File: src/dmau_pkg.sv
// constants and carrier types of the data memory address unit
// Contract
// common bank: bank 15 top, bank 0 bottom
// access bit picks bank selector or common bank
// common bank: low ram followed by sfr half
// sixteen banks of 256 static ram bytes
// bank selector low nibble gives address top
// bank selector upper nibble reads zero, unwritable
// missing bank reads zeros, drops writes
// missing bank still updates status flags normally
// literal bank load writes the bank selector
// file move uses embedded 12-bit addresses
// indirect port operand redirects through its pointer
// each pointer holds a full 12-bit address
// pointer at indirect port reads 00h
// pointer at indirect port write does nothing
// no storage behind indirect port addresses
// three pointers, each high and low byte
// access bit one: bank nibble plus file address
package dmau_pkg;
   localparam int ADDR_W = 12;
   localparam int NUM_BANKS = 16;
   localparam int BANK_SIZE = 256;
   localparam int NUM_PTRS = 3;
   localparam logic [7:0] COMMON_SPLIT = 8'h80;
   localparam logic [3:0] FIRST_BANK = 4'h0;
   localparam logic [3:0] LAST_BANK = 4'hf;
   // special function register locations inside the last bank
   localparam logic [11:0] SFR_BANK_SEL = 12'hfe0;
   localparam logic [11:0] SFR_PTR_BASE = 12'hfe1;
   localparam logic [11:0] SFR_PORT_BASE = 12'hfe8;
   // register bus byte offsets
   localparam logic [7:0] OFS_BANK_SEL = 8'h00;
   localparam logic [7:0] OFS_PTR_BASE = 8'h04;
   localparam logic [7:0] OFS_BANK_EN = 8'h1c;
   localparam logic [7:0] OFS_STATUS = 8'h20;
   localparam logic [7:0] BANK_SEL_RESET = 8'h00;
   localparam logic [11:0] PTR_RESET = 12'h000;
   localparam logic [15:0] BANK_EN_RESET = 16'hffff;

   typedef enum logic [1:0] {OP_NONE, OP_READ, OP_WRITE, OP_LOAD_BANK} dmau_op_t;
   typedef enum logic [1:0] {SRC_RAM, SRC_ZERO, SRC_LOCAL} dmau_src_t;

   typedef struct packed {
      dmau_op_t op;
      logic full_addr;
      logic access_bit;
      logic [7:0] file_addr;
      logic [ADDR_W-1:0] addr12;
      logic [7:0] wdata;
      logic [3:0] literal;
      logic flags_req;
   } dmau_req_t;

   typedef struct packed {
      logic valid;
      logic [7:0] rdata;
      logic flag_update;
   } dmau_rsp_t;

   typedef struct packed {
      logic en;
      logic we;
      logic [ADDR_W-1:0] addr;
      logic [7:0] wdata;
   } dmau_ram_t;
endpackage

File: src/dmau_core.sv
// data memory address unit: direct, common bank and indirect addressing
//
// Implementation choices: the Wishbone slave port and the register offsets.
`timescale 1ns/1ps
`default_nettype none
module dmau_core
   import dmau_pkg::*;
#(
   parameter logic [15:0] BANK_EN_DEFAULT = BANK_EN_RESET
) (
   input wire logic clk_sys,
   input wire logic reset_n,
   input wire dmau_req_t core_req,
   output dmau_rsp_t core_rsp,
   output dmau_ram_t ram_req,
   input wire logic [7:0] ram_rdata,
   input wire logic wb_cyc_i,
   input wire logic wb_stb_i,
   input wire logic wb_we_i,
   input wire logic [7:0] wb_adr_i,
   input wire logic [3:0] wb_sel_i,
   input wire logic [31:0] wb_dat_i,
   output logic [31:0] wb_dat_o,
   output logic wb_ack_o
);
   function automatic logic is_port(input logic [11:0] a);
      return (a >= SFR_PORT_BASE) && (a < SFR_PORT_BASE + 12'(NUM_PTRS));
   endfunction

   function automatic logic is_ptr_sfr(input logic [11:0] a);
      return (a >= SFR_PTR_BASE) && (a < SFR_PTR_BASE + 12'(2 * NUM_PTRS));
   endfunction

   logic [7:0] ram_bank_selector_reg;
   logic [11:0] indirect_pointer_reg [NUM_PTRS];
   logic [15:0] bank_en_reg;
   logic [11:0] last_addr_reg;
   logic last_null_reg;
   logic wb_hit;
   logic [7:0] wb_off;
   logic [11:0] direct_ea;
   logic [11:0] eff_ea;
   logic [1:0] port_idx;
   logic [2:0] ptr_byte;
   logic ea_port;
   logic ea_null;
   logic ea_local;
   logic ea_impl;
   logic [7:0] local_rdata;
   logic acc_valid;
   dmau_src_t src_reg;
   logic [7:0] local_reg;
   logic flag_pend_reg;
   logic rd_pend_reg;

   assign wb_hit = wb_cyc_i && wb_stb_i && !wb_ack_o;
   assign wb_off = wb_adr_i - OFS_PTR_BASE;
   assign acc_valid = (core_req.op == OP_READ) || (core_req.op == OP_WRITE);

   // address before any indirection
   always_comb begin
      if (core_req.full_addr) begin
         direct_ea = core_req.addr12;
      end else if (!core_req.access_bit) begin
         // low half from the first bank, high half from the sfr bank
         if (core_req.file_addr < COMMON_SPLIT) begin
            direct_ea = {FIRST_BANK, core_req.file_addr};
         end else begin
            direct_ea = {LAST_BANK, core_req.file_addr};
         end
      end else begin
         direct_ea = {ram_bank_selector_reg[3:0], core_req.file_addr};
      end
   end

   // indirection and target classification
   always_comb begin
      ea_port = is_port(direct_ea);
      port_idx = 2'(direct_ea - SFR_PORT_BASE);
      eff_ea = direct_ea;
      if (ea_port) begin
         eff_ea = indirect_pointer_reg[port_idx];
      end
      // the port addresses hold nothing; only a pointer aimed at one lands here
      ea_null = ea_port && is_port(eff_ea);
      ea_local = !ea_null && (eff_ea == SFR_BANK_SEL || is_ptr_sfr(eff_ea));
      ea_impl = bank_en_reg[eff_ea[11:8]];
      ptr_byte = 3'(eff_ea - SFR_PTR_BASE);
      local_rdata = 8'h00;
      if (eff_ea == SFR_BANK_SEL) begin
         local_rdata = ram_bank_selector_reg;
      end else if (is_ptr_sfr(eff_ea)) begin
         if (ptr_byte[0]) begin
            local_rdata = {4'h0, indirect_pointer_reg[ptr_byte[2:1]][11:8]};
         end else begin
            local_rdata = indirect_pointer_reg[ptr_byte[2:1]][7:0];
         end
      end
   end

   // bank selector: core wins over the register bus in the same cycle
   always_ff @(posedge clk_sys or negedge reset_n) begin
      if (!reset_n) begin
         ram_bank_selector_reg <= BANK_SEL_RESET;
      end else if (core_req.op == OP_LOAD_BANK) begin
         ram_bank_selector_reg <= {4'h0, core_req.literal};
      end else if (core_req.op == OP_WRITE && ea_local && eff_ea == SFR_BANK_SEL) begin
         ram_bank_selector_reg <= {4'h0, core_req.wdata[3:0]};
      end else if (wb_hit && wb_we_i && wb_sel_i[0] && wb_adr_i == OFS_BANK_SEL) begin
         ram_bank_selector_reg <= {4'h0, wb_dat_i[3:0]};
      end
   end

   // pointers, low and high byte each
   always_ff @(posedge clk_sys or negedge reset_n) begin
      if (!reset_n) begin
         for (int i = 0; i < NUM_PTRS; i++) begin
            indirect_pointer_reg[i] <= PTR_RESET;
         end
      end else if (core_req.op == OP_WRITE && ea_local && is_ptr_sfr(eff_ea)) begin
         if (ptr_byte[0]) begin
            indirect_pointer_reg[ptr_byte[2:1]][11:8] <= core_req.wdata[3:0];
         end else begin
            indirect_pointer_reg[ptr_byte[2:1]][7:0] <= core_req.wdata;
         end
      end else if (wb_hit && wb_we_i && wb_sel_i[0] && wb_off[1:0] == 2'h0
                   && wb_off[7:2] < 6'(2 * NUM_PTRS) && wb_adr_i >= OFS_PTR_BASE) begin
         if (wb_off[2]) begin
            indirect_pointer_reg[wb_off[4:3]][11:8] <= wb_dat_i[3:0];
         end else begin
            indirect_pointer_reg[wb_off[4:3]][7:0] <= wb_dat_i[7:0];
         end
      end
   end

   // bank presence mask lets software hide banks that have no memory
   always_ff @(posedge clk_sys or negedge reset_n) begin
      if (!reset_n) begin
         bank_en_reg <= BANK_EN_DEFAULT;
      end else if (wb_hit && wb_we_i && wb_adr_i == OFS_BANK_EN) begin
         if (wb_sel_i[0]) begin
            bank_en_reg[7:0] <= wb_dat_i[7:0];
         end
         if (wb_sel_i[1]) begin
            bank_en_reg[15:8] <= wb_dat_i[15:8];
         end
      end
   end

   // stage one: ram request
   always_ff @(posedge clk_sys or negedge reset_n) begin
      if (!reset_n) begin
         ram_req <= '0;
         src_reg <= SRC_ZERO;
         local_reg <= 8'h00;
         flag_pend_reg <= 1'b0;
         rd_pend_reg <= 1'b0;
      end else begin
         ram_req.en <= acc_valid && !ea_null && !ea_local && ea_impl;
         ram_req.we <= core_req.op == OP_WRITE && !ea_null && !ea_local && ea_impl;
         ram_req.addr <= eff_ea;
         ram_req.wdata <= core_req.wdata;
         local_reg <= local_rdata;
         rd_pend_reg <= acc_valid;
         // unimplemented banks keep flag behaviour; a null write is a plain no-op
         flag_pend_reg <= acc_valid && core_req.flags_req
                          && !(ea_null && core_req.op == OP_WRITE);
         if (ea_null || (!ea_local && !ea_impl)) begin
            src_reg <= SRC_ZERO;
         end else if (ea_local) begin
            src_reg <= SRC_LOCAL;
         end else begin
            src_reg <= SRC_RAM;
         end
      end
   end

   // stage two: answer to the core
   always_ff @(posedge clk_sys or negedge reset_n) begin
      if (!reset_n) begin
         core_rsp <= '0;
      end else begin
         core_rsp.valid <= rd_pend_reg;
         core_rsp.flag_update <= flag_pend_reg;
         unique case (src_reg)
            SRC_RAM: core_rsp.rdata <= ram_rdata;
            SRC_LOCAL: core_rsp.rdata <= local_reg;
            SRC_ZERO: core_rsp.rdata <= 8'h00;
         endcase
      end
   end

   // last resolved address, visible to software
   always_ff @(posedge clk_sys or negedge reset_n) begin
      if (!reset_n) begin
         last_addr_reg <= 12'h000;
         last_null_reg <= 1'b0;
      end else if (acc_valid) begin
         last_addr_reg <= eff_ea;
         last_null_reg <= ea_null;
      end
   end

   // register bus: one wait state, unmapped reads zero
   always_ff @(posedge clk_sys or negedge reset_n) begin
      if (!reset_n) begin
         wb_ack_o <= 1'b0;
         wb_dat_o <= 32'h0000_0000;
      end else begin
         wb_ack_o <= wb_hit;
         wb_dat_o <= 32'h0000_0000;
         if (wb_hit && !wb_we_i) begin
            if (wb_adr_i == OFS_BANK_SEL) begin
               wb_dat_o <= {24'h00_0000, ram_bank_selector_reg};
            end else if (wb_adr_i == OFS_BANK_EN) begin
               wb_dat_o <= {16'h0000, bank_en_reg};
            end else if (wb_adr_i == OFS_STATUS) begin
               wb_dat_o <= {19'h0_0000, last_null_reg, last_addr_reg};
            end else if (wb_adr_i >= OFS_PTR_BASE && wb_off[1:0] == 2'h0
                         && wb_off[7:2] < 6'(2 * NUM_PTRS)) begin
               if (wb_off[2]) begin
                  wb_dat_o <= {28'h000_0000, indirect_pointer_reg[wb_off[4:3]][11:8]};
               end else begin
                  wb_dat_o <= {24'h00_0000, indirect_pointer_reg[wb_off[4:3]][7:0]};
               end
            end
         end
      end
   end

   a_common_low: assert property (@(posedge clk_sys) disable iff (!reset_n)
      (acc_valid && !core_req.full_addr && !core_req.access_bit && core_req.file_addr < COMMON_SPLIT
       && bank_en_reg[0]) |=> ram_req.en && ram_req.addr == {4'h0, $past(core_req.file_addr)})
      else $error("common bank low half misaddressed");

   a_common_high: assert property (@(posedge clk_sys) disable iff (!reset_n)
      (acc_valid && !core_req.full_addr && !core_req.access_bit && !ea_port)
      |=> ram_req.addr[11:8] == ($past(core_req.file_addr[7]) ? 4'hf : 4'h0))
      else $error("common bank half select wrong");

   a_banked_addr: assert property (@(posedge clk_sys) disable iff (!reset_n)
      (acc_valid && !core_req.full_addr && core_req.access_bit && !ea_port)
      |=> ram_req.addr == {$past(ram_bank_selector_reg[3:0]), $past(core_req.file_addr)})
      else $error("banked address not formed from selector");

   a_move_addr: assert property (@(posedge clk_sys) disable iff (!reset_n)
      (acc_valid && core_req.full_addr && !is_port(core_req.addr12))
      |=> ram_req.addr == $past(core_req.addr12))
      else $error("file move address altered");

   a_indirect_go: assert property (@(posedge clk_sys) disable iff (!reset_n)
      (acc_valid && ea_port && !ea_null)
      |=> ram_req.addr == $past(indirect_pointer_reg[port_idx]))
      else $error("indirect access not through pointer");

   a_null_read: assert property (@(posedge clk_sys) disable iff (!reset_n)
      (core_req.op == OP_READ && ea_null) |=> !ram_req.en ##1 core_rsp.valid && core_rsp.rdata == 8'h00)
      else $error("pointer at port did not read zero");

   a_null_write: assert property (@(posedge clk_sys) disable iff (!reset_n)
      (core_req.op == OP_WRITE && ea_null) |=> !ram_req.we ##1 !core_rsp.flag_update)
      else $error("pointer at port write had an effect");

   a_missing_bank: assert property (@(posedge clk_sys) disable iff (!reset_n)
      (acc_valid && !ea_local && !ea_null && !ea_impl)
      |=> !ram_req.en ##1 core_rsp.rdata == 8'h00)
      else $error("missing bank touched memory");

   a_flag_kept: assert property (@(posedge clk_sys) disable iff (!reset_n)
      (core_req.op == OP_READ && core_req.flags_req && !ea_impl) |-> ##2 core_rsp.flag_update)
      else $error("flags dropped on missing bank");

   a_load_bank: assert property (@(posedge clk_sys) disable iff (!reset_n)
      (core_req.op == OP_LOAD_BANK) |=> ram_bank_selector_reg == {4'h0, $past(core_req.literal)})
      else $error("literal bank load lost");

   a_selector_high: assert property (@(posedge clk_sys) disable iff (!reset_n)
      (wb_ack_o && $past(wb_adr_i) == OFS_BANK_SEL) |-> wb_dat_o[7:4] == 4'h0
      && ram_bank_selector_reg[7:4] == 4'h0)
      else $error("selector upper nibble not zero");

   // pipeline guards: each access answers exactly once, two edges after it is taken
   a_rsp_follows: assert property (@(posedge clk_sys) disable iff (!reset_n)
      acc_valid |-> ##2 core_rsp.valid)
      else $error("access gave no answer");

   a_rsp_quiet: assert property (@(posedge clk_sys) disable iff (!reset_n)
      (core_req.op == OP_LOAD_BANK || core_req.op == OP_NONE) |-> ##2 !core_rsp.valid)
      else $error("answer without an access");

   a_we_needs_en: assert property (@(posedge clk_sys) disable iff (!reset_n)
      ram_req.we |-> ram_req.en)
      else $error("ram write strobe without enable");

   a_port_unstored: assert property (@(posedge clk_sys) disable iff (!reset_n)
      ram_req.en |-> !is_port(ram_req.addr))
      else $error("indirect port address sent to ram");

   a_local_unsent: assert property (@(posedge clk_sys) disable iff (!reset_n)
      (acc_valid && ea_local) |=> !ram_req.en)
      else $error("local register access reached ram");

   a_load_no_ram: assert property (@(posedge clk_sys) disable iff (!reset_n)
      (core_req.op == OP_LOAD_BANK) |=> !ram_req.en)
      else $error("bank load touched ram");

   a_sfr_half: assert property (@(posedge clk_sys) disable iff (!reset_n)
      (acc_valid && !core_req.full_addr && !core_req.access_bit && core_req.file_addr >= COMMON_SPLIT
       && !ea_port) |=> ram_req.addr == {LAST_BANK, $past(core_req.file_addr)})
      else $error("common bank upper half misaddressed");

   // bus writes only land when the core leaves the selector alone
   a_bus_selector: assert property (@(posedge clk_sys) disable iff (!reset_n)
      (wb_hit && wb_we_i && wb_sel_i[0] && wb_adr_i == OFS_BANK_SEL && core_req.op == OP_NONE)
      |=> ram_bank_selector_reg == {4'h0, $past(wb_dat_i[3:0])})
      else $error("bus write to selector lost");

   a_core_selector: assert property (@(posedge clk_sys) disable iff (!reset_n)
      (core_req.op == OP_WRITE && ea_local && eff_ea == SFR_BANK_SEL)
      |=> ram_bank_selector_reg == {4'h0, $past(core_req.wdata[3:0])})
      else $error("core write to selector wrong");

   a_ptr_low_write: assert property (@(posedge clk_sys) disable iff (!reset_n)
      (core_req.op == OP_WRITE && ea_local && is_ptr_sfr(eff_ea) && !ptr_byte[0])
      |=> indirect_pointer_reg[$past(ptr_byte[2:1])][7:0] == $past(core_req.wdata))
      else $error("pointer low byte write lost");

   a_ptr_high_write: assert property (@(posedge clk_sys) disable iff (!reset_n)
      (core_req.op == OP_WRITE && ea_local && is_ptr_sfr(eff_ea) && ptr_byte[0])
      |=> indirect_pointer_reg[$past(ptr_byte[2:1])][11:8] == $past(core_req.wdata[3:0]))
      else $error("pointer high nibble write lost");

   a_local_read: assert property (@(posedge clk_sys) disable iff (!reset_n)
      (core_req.op == OP_READ && ea_local) |-> ##2 core_rsp.rdata == $past(local_rdata, 2))
      else $error("local register read wrong");

   a_missing_no_write: assert property (@(posedge clk_sys) disable iff (!reset_n)
      (acc_valid && !ea_impl) |=> !ram_req.we)
      else $error("write reached a missing bank");

   a_status_null: assert property (@(posedge clk_sys) disable iff (!reset_n)
      acc_valid |=> last_null_reg == $past(ea_null) && last_addr_reg == $past(eff_ea))
      else $error("last access status not recorded");

   // read data is taken in the cycle the ram enable stands, not a cycle late
   a_ram_read_path: assert property (@(posedge clk_sys) disable iff (!reset_n)
      (core_req.op == OP_READ && !ea_null && !ea_local && ea_impl)
      |=> ram_req.en && !ram_req.we ##1 core_rsp.rdata == $past(ram_rdata))
      else $error("ram read data not passed back");
endmodule
`default_nettype wire

File: config.mk
export PLATFORM = sky130hd
export DESIGN_NAME = dmau_core
export DESIGN_NICKNAME = d
export VERILOG_FILES = /design/src/dmau_pkg.sv /design/src/dmau_core.sv
export SDC_FILE = /design/constraint.sdc
export NUM_CORES = 1
export LEC_CHECK = 0
export ABC_AREA = 0
export BUFFER_PORTS_ARGS = -buffer_cell sky130_fd_sc_hd__buf_4
export CORE_UTILIZATION = 50
export DETAILED_ROUTE_END_ITERATION = 6
export GPL_ROUTABILITY_DRIVEN = 1
export GPL_TIMING_DRIVEN = 0
export PLACE_DENSITY = 0.77
export SYNTH_ARGS = -nofsm -noshare
export SYNTH_HDL_FRONTEND = slang
export SYNTH_SLANG_ARGS = --single-unit
File: constraint.sdc
create_clock -name clk_sys -period 3.95 [get_ports clk_sys]
set_clock_uncertainty 0.1 [all_clocks]
set_input_delay 0.395 -clock clk_sys [delete_from_list [all_inputs] [get_ports clk_sys]]
set_output_delay 0.395 -clock clk_sys [all_outputs]
set_load 0.02 [all_outputs]
==> impl_metrics.py, run 1 <==
metrics = {
    "status": {
        "status": "finished, final reports clean",
    },
    "cells_and_area": {
        "fin_nets": 1020,
        "area.sequential_um2": 3280,
        "syn2layout_area_growth_pct": 28.0,
        "multi_input_area_um2": 3890,
        "largest_reg_flops": 36,
        "fillers": 1206,
        "drive_gt1_frac": 0.295,
    },
    "worst_setup_path": {
        "cpPeakStageDelay_ps": 450,
        "worstSetupStartpointType": "flip-flop",
        "crit_top_cell": "mux2i_4",
        "startpoint": "ram_bank_selector_reg[2]",
        "path_cells": "nand4b_1 -> a2bb2o_4 -> a2111o_1 -> mux2i_4 -> inv_4 -> clkbuf_4 -> ha_1 -> nand2b_1 -> and2_1 -> mux2i_4 -> buf_4 -> o211ai_2 -> o21a_4 -> a21o_1",
        "r2r-start": "ram_bank_selector_reg[2]",
        "required_ps": 4160,
        "path_buf_inv": 3,
        "crit_fanout": 12,
        "crit_family": "compound AO/OA/AOI/OAI gates",
        "cp_slowest_cell": "a2111o_1",
        "end_kind": "flip-flop",
        "worstPathArrival_ps": 4060,
        "criticalPathCategory": "flip-flop to flip-flop",
    },
    "floorplan": {
        "dieArea_um2": 15400,
        "core_um2": 14500,
        "fp-row-count": 44,
        "io_pins": 159,
        "die_w_um": 124,
        "start_util": 0.513,
        "die_height_um": 124,
    },
    "placement": {
        "gp_congestion": 0.944,
        "dp_hpwl_um": 17600,
        "preCtsSetupSlack_ps": -1030,
        "portBuffers": 122,
    },
    "routing": {
        "drtPass1Iterations": 5,
        "viasPerCell": 6.31,
        "routedWlPerCell_um": 21.7,
        "wl_um": 24200,
        "drc_errors": 0,
        "postRouteAntennaNets": 0,
        "routed-via-count": 7026,
        "dr.first_iter.drc_count": 779,
    },
    "sta": {
        "finalSetupViolCount": 0,
        "slew_headroom": 0.417,
        "worst_slew_pin_slew_ps": 875,
        "hold_viol_final": 0,
        "rsz0062_at_grt": "no",
        "min_period_over_period": 0.975,
        "slew_violations": 0,
        "min_period_ps": 3850,
        "timing.final.ws_setup_ps": 99.8,
        "max_freq_ghz": 0.260,
        "fin_setup_tns_ps": 0,
    },
    "pwr": {
        "p_switching_w": 0.00109,
        "internal_power_w": 0.00266,
        "powerDensity_nw_per_um2": 393,
        "peakVddDrop_mv": 0.275,
        "power_leakage_nw": 4.40,
        "power_w": 0.00375,
        "clkPwrFrac": 0.433,
        "pwr-share-seq": 0.387,
        "comb_power_share": 0.180,
        "sw_frac_of_total": 0.290,
    },
    "clock_network": {
        "cts_tree": "built",
        "cts_buffer_depth": 2,
        "clkTransAtPathRegs_ps": 60,
        "numClockSinks": 130,
        "cts_root_buf": "clkbuf_16",
        "clock_latency_ps": 430,
        "cts_buffers": 17,
        "htree_num_levels": 4,
    },
    "global_route": {
        "grt_start_max_net_pins": 90,
        "grt_first_pass_wirelength_um": 36600,
        "grt_overflow_total": 0,
        "first_global_vias": 6530,
        "grt_antenna_before_repair": 2,
        "gr-usage-all-layers": 0.329,
    },
    "yosys": {
        "yosysTopAreaCell": "dfrtp_1",
        "avgSynthCellArea_um2": 9.99,
        "synth_most_common_cell": "dfrtp_1",
        "netlist_area_um2": 7450,
        "async_reset_ff_frac": 1.00,
        "ys_types": 82,
        "ys_ff_latch": 130,
        "synth_top_cells_by_area": "dfrtp_1 38%, dfstp_2 6.0%, mux2i_1 5.9%, mux2_2 3.6%, nand2_1 2.8%",
        "synth_edf_count": 0,
        "yosysWarnings": 0,
        "ys_seq_area_frac": 0.439,
        "synth_cells": 746,
        "synthFlopType": "dfrtp_1",
        "synth_commonest_cells": "113 x dfrtp_1, 56 x nand2_1, 44 x mux2i_1, 43 x inv_1, 40 x nor2_1",
        "yosysTopAreaCellShare": 0.380,
    },
    "job": {
        "cap_violations": 0,
    },
    "min_path": {
        "hold_class": "input port to flip-flop",
        "hold_start": "core_req[9]",
    },
}
[path summary, 6_finish.rpt]
kind | to | slack, ps | cells after the start
min | ram_req[4] | 10 | 1
max in group asynchronous | src_reg[0] | 2580 | 3
max | indirect_pointer_reg[7] | 100 | 14
min in group asynchronous | ram_req[7] | 350 | 2
max reg2reg | indirect_pointer_reg[7] | 100 | 14
min reg2reg | core_rsp[9] | 250 | 0
[cell usage in the layout, fill, tap and decap left out, types with 7 or more instances in the layout]
cell type	Yosys	routed
ha_1	11	10
a21oi_1	32	32
inv_1	43	43
a221o_1	7	7
a221oi_1	8	8
o221ai_1	7	7
dfstp_2	17	17
a211oi_1	16	15
o21ai_0	28	28
conb_1	1	16
nor2_1	40	40
mux2_2	24	24
o32ai_1	23	22
clkbuf_1	26	23
nand2_1	56	55
nor2b_1	15	14
dfrtp_1	113	109
nor3_1	23	23
and2_1	11	11
and3_1	7	7
nand3_1	18	18
nand4_1	9	9
a22oi_1	12	12
buf_4	19	152
o31ai_1	9	9
mux2i_1	44	44
a22o_1	10	10
clkbuf_16	0	17
[power by group through the flow]
stage	clock network [W]	logic, W	registers, W
2_1_floorplan	0	0.000335	0.00149
3_3_place_gp	0	0.000605	0.00148
3_5_place_dp	0	0.000614	0.00148
4_1_cts	0.00163	0.000653	0.00145
5_1_grt	0.00169	0.000725	0.00146
6_report	0.00162	0.000675	0.00145
[layout make-up]
cell class	instances	share of cell area
Buffer	52	0.0315
Clock buffer	17	0.0446
Tap cell	184	0.0241
Inverter	47	0.0192
Multi-Input combinational cell	531	0.408
Sequential cell	130	0.344
Antenna cell	1	0.000262
Clock inverter	15	0.0189
Timing Repair Buffer	136	0.110
[what timing repair did]
item,4_1_cts,5_1_grt
setup buffers,8,3
hold buffers,2,0
gates resized for setup,13,16
endpoints found under the hold margin,42,0
pin swaps,1,3
endpoints found under the setup margin,51,40
gates cloned,0,0
[layer usage]
metal	up-vias	GRT usage	share of wire
li1	3112	-	-
met1	3380	0.456	0.42
met2	448	0.484	0.44
met3	84	0.0838	0.11
met4	2	0.141	0.034
met5	-	0	0.00037
[metrics by stage]
step | cells | hold slack [ps] | util | instance area (um^2)
6_report | 1113 | 13.0 | 0.656 | 9540
5_1_grt | 1112 | 1.94 | 0.656 | 9540
4_1_cts | 1110 | 2.72 | 0.649 | 9440
3_5_place_dp | 1068 | 241 | 0.599 | 8700
3_3_place_gp | 1067 | 233 | 0.597 | 8670
2_1_floorplan | 761 | -0.591 | - | 7530
[kinds of logic (layout without fill, tap and decap cells)]
group / Yosys count / after routing / synth area share
AO/OA/AOI/OAI: 217 / 217 / 0.223
XOR/XNOR: 3 / 3 / 0.00554
flip-flops: 130 / 130 / 0.439
buffers and inverters: 100 / 267 / 0.0628
adder cells (fa/ha/maj): 11 / 11 / 0.0185
AND/OR/NAND/NOR: 212 / 212 / 0.147
other: 1 / 17 / 0.000503
multiplexers: 72 / 72 / 0.104
Note: power is estimated with default switching activity, not from simulation.
==> inputs of run 2 (changes only) <==
--- a/config.mk
+++ b/config.mk
@@ -9,2 +9,3 @@
 export BUFFER_PORTS_ARGS = -buffer_cell sky130_fd_sc_hd__buf_4
+export CORE_ASPECT_RATIO = 1.5
 export CORE_UTILIZATION = 50
--- a/constraint.sdc
+++ b/constraint.sdc
@@ -4,2 +4,2 @@
 set_output_delay 0.395 -clock clk_sys [all_outputs]
-set_load 0.02 [all_outputs]
+set_load 0.1 [all_outputs]
==> run 2 against run 1 <==
Clock power fell by 9%. Final area fell by 0.51%. Fmax rose by 0.74%. Critical path depth fell by 2. Wire length rose by 2.4%. Flip-flop and latch count did not move. Sequential power barely moved. Largest cell class unchanged. Highest routed layer is now met4.
==> impl_metrics.py, run 2 (synthesized netlist as in run 1, its figures left out) <==
metrics = {
    "cells_and_area": {
        "final_common_cell": "buf_4",
        "largest_reg_flops": 36,
        "final_cell_mix": "153 x buf_4, 109 x dfrtp_1, 55 x nand2_1",
        "fin_util": 0.653,
        "antenna_cells": 0,
        "final_area_um2": 9490,
        "syn2layout_area_growth_pct": 27.4,
        "fin_nets": 1025,
        "drive_gt1_frac": 0.288,
    },
    "status": {
        "status": "finished, final reports clean",
    },
    "worst_setup_path": {
        "cp_slowest_cell": "a2111o_1",
        "crit_fanout": 11,
        "cpPeakStageDelay_ps": 450,
        "worstPathArrival_ps": 4050,
        "rrSetupSlack_ps": 130,
        "criticalPathCategory": "flip-flop to flip-flop",
        "path_cells": "and4b_1 -> a2bb2o_4 -> a2111o_1 -> mux2i_4 -> clkbuf_8 -> ha_2 -> nand2b_1 -> and2_1 -> mux2i_4 -> o211ai_2 -> o21a_2 -> a21o_1",
        "rr_worst_depth": 12,
        "rr_endpoint": "indirect_pointer_reg[7]",
        "r2r-start": "ram_bank_selector_reg[0]",
        "required_ps": 4170,
        "end_kind": "flip-flop",
        "path_buf_inv": 1,
        "crit_top_cell": "mux2i_4",
        "worstSetupStartpointType": "flip-flop",
        "crit_family": "compound AO/OA/AOI/OAI gates",
    },
    "routing": {
        "viasPerCell": 6.12,
        "routedWlPerCell_um": 21.9,
        "dr.first_iter.drc_count": 430,
        "routed-via-count": 6905,
        "wl_um": 24700,
        "drc_errors": 0,
        "drtPass1Iterations": 5,
        "postRouteAntennaNets": 0,
    },
    "min_path": {
        "hold_end": "ram_req[6]",
        "hold_depth": 1,
        "hold_start": "core_req[11]",
        "hold_class": "input port to flip-flop",
    },
    "pwr": {
        "powerDensity_nw_per_um2": 404,
        "clkPwrFrac": 0.383,
        "internal_power_w": 0.00256,
        "peakVddDrop_mv": 0.249,
        "p_switching_w": 0.00127,
        "sw_frac_of_total": 0.332,
        "pwr-share-seq": 0.377,
        "power_leakage_nw": 4.38,
        "comb_power_share": 0.239,
    },
    "clock_network": {
        "cts_buffers": 17,
        "clkTransAtPathRegs_ps": 60,
        "numClockSinks": 130,
        "cts_buffer_depth": 2,
        "cts_tree": "built",
        "clock_latency_ps": 430,
        "htree_num_levels": 4,
        "cts_root_buf": "clkbuf_16",
    },
    "sta": {
        "max_freq_ghz": 0.262,
        "min_period_over_period": 0.968,
        "rsz0062_at_grt": "no",
        "worst_slew_pin_slew_ps": 964,
        "slew_violations": 0,
        "hold_viol_final": 0,
        "finalHoldWorstSlack_ps": 4.45,
        "finalSetupViolCount": 0,
        "slew_headroom": 0.353,
        "min_period_ps": 3820,
    },
    "floorplan": {
        "fp-row-count": 54,
        "die_w_um": 102,
        "io_pins": 159,
        "dieArea_um2": 15400,
        "die_height_um": 152,
        "start_util": 0.513,
        "core_um2": 14500,
    },
    "placement": {
        "gp_congestion": 1.04,
        "place_area_um2": 8720,
        "portBuffers": 122,
        "dp_hpwl_um": 18700,
    },
    "global_route": {
        "gr-usage-all-layers": 0.331,
        "grt_first_pass_wirelength_um": 36700,
        "first_global_vias": 6674,
        "grt_start_max_net_pins": 84,
        "grt_antenna_before_repair": 0,
        "grt_overflow_total": 0,
    },
    "job": {
        "cap_violations": 0,
    },
}
run 2: changes by cell type in the layout (fill, tap and decap cells not counted), sizes merged, moves of 2 or more:
cell         change
clkbuf           +7
buf              +3
inv              -3
bufinv           -2
dlygate4sd3      +2
run 2: what timing repair did:
item,in CTS,in global routing
endpoints found under the setup margin,47,44
gates resized for setup,17,8
endpoints found under the hold margin,49,1
setup buffers,9,5
hold buffers,3,1
pin swaps,1,3
run 2: worst max-delay path by stage:
stage / start / end / slack, ps / cells past startpoint
finish: ram_bank_selector_reg[0] / indirect_pointer_reg[7] / 130 / 12
global route: ram_bank_selector_reg[0] / indirect_pointer_reg[14] / 1 / 14
CTS: ram_bank_selector_reg[0] / indirect_pointer_reg[18] / 10 / 15
detailed placement: core_req[34] / local_reg[7] / -1140 / 14
global placement: core_req[34] / local_reg[7] / -1110 / 12
floorplan: core_req[33] / local_reg[3] / -10 / 11
run 2: through the flow:
stage / std cells / setup slack, ps / power, W / TNS, ps
global placement: 1079 / -1110 / 0.00231 / -38900
finish: 1129 / 128 / 0.00383 / 0
CTS: 1124 / 13.5 / 0.00382 / 0
floorplan: 761 / -11.3 / 0.00204 / -45.3
global route: 1129 / 1.04 / 0.00394 / 0
detailed placement: 1080 / -1140 / 0.00233 / -42000
run 2: cell type report:
cell class / count / area [um^2]
inverter: 47 / 181
tap: 196 / 245
clock inverter: 8 / 81.3
clock buffer: 24 / 462
timing repair buffer: 141 / 1100
fill: 1181 / 5040
multi-input combinational: 531 / 3830
sequential: 130 / 3280
buffer: 52 / 312
run 2: power by group through the flow:
stage | Clock (W) | Combinational [W] | Sequential [W]
6_report | 0.00147 | 0.000916 | 0.00145
2_1_floorplan | 0 | 0.000387 | 0.00165
3_3_place_gp | 0 | 0.000848 | 0.00147
3_5_place_dp | 0 | 0.000859 | 0.00147
5_1_grt | 0.00153 | 0.000956 | 0.00145
4_1_cts | 0.00148 | 0.000893 | 0.00144
run 2: routing by layer:
| metal | track usage | share of wire | vias up |
|---|---|---|---|
| met3 | 0.0743 | 0.072 | 107 |
| met5 | 0 | 0 | - |
| met1 | 0.351 | 0.35 | 3325 |
| li1 | - | - | 3116 |
| met2 | 0.578 | 0.52 | 357 |
| met4 | 0.226 | 0.064 | 0 |
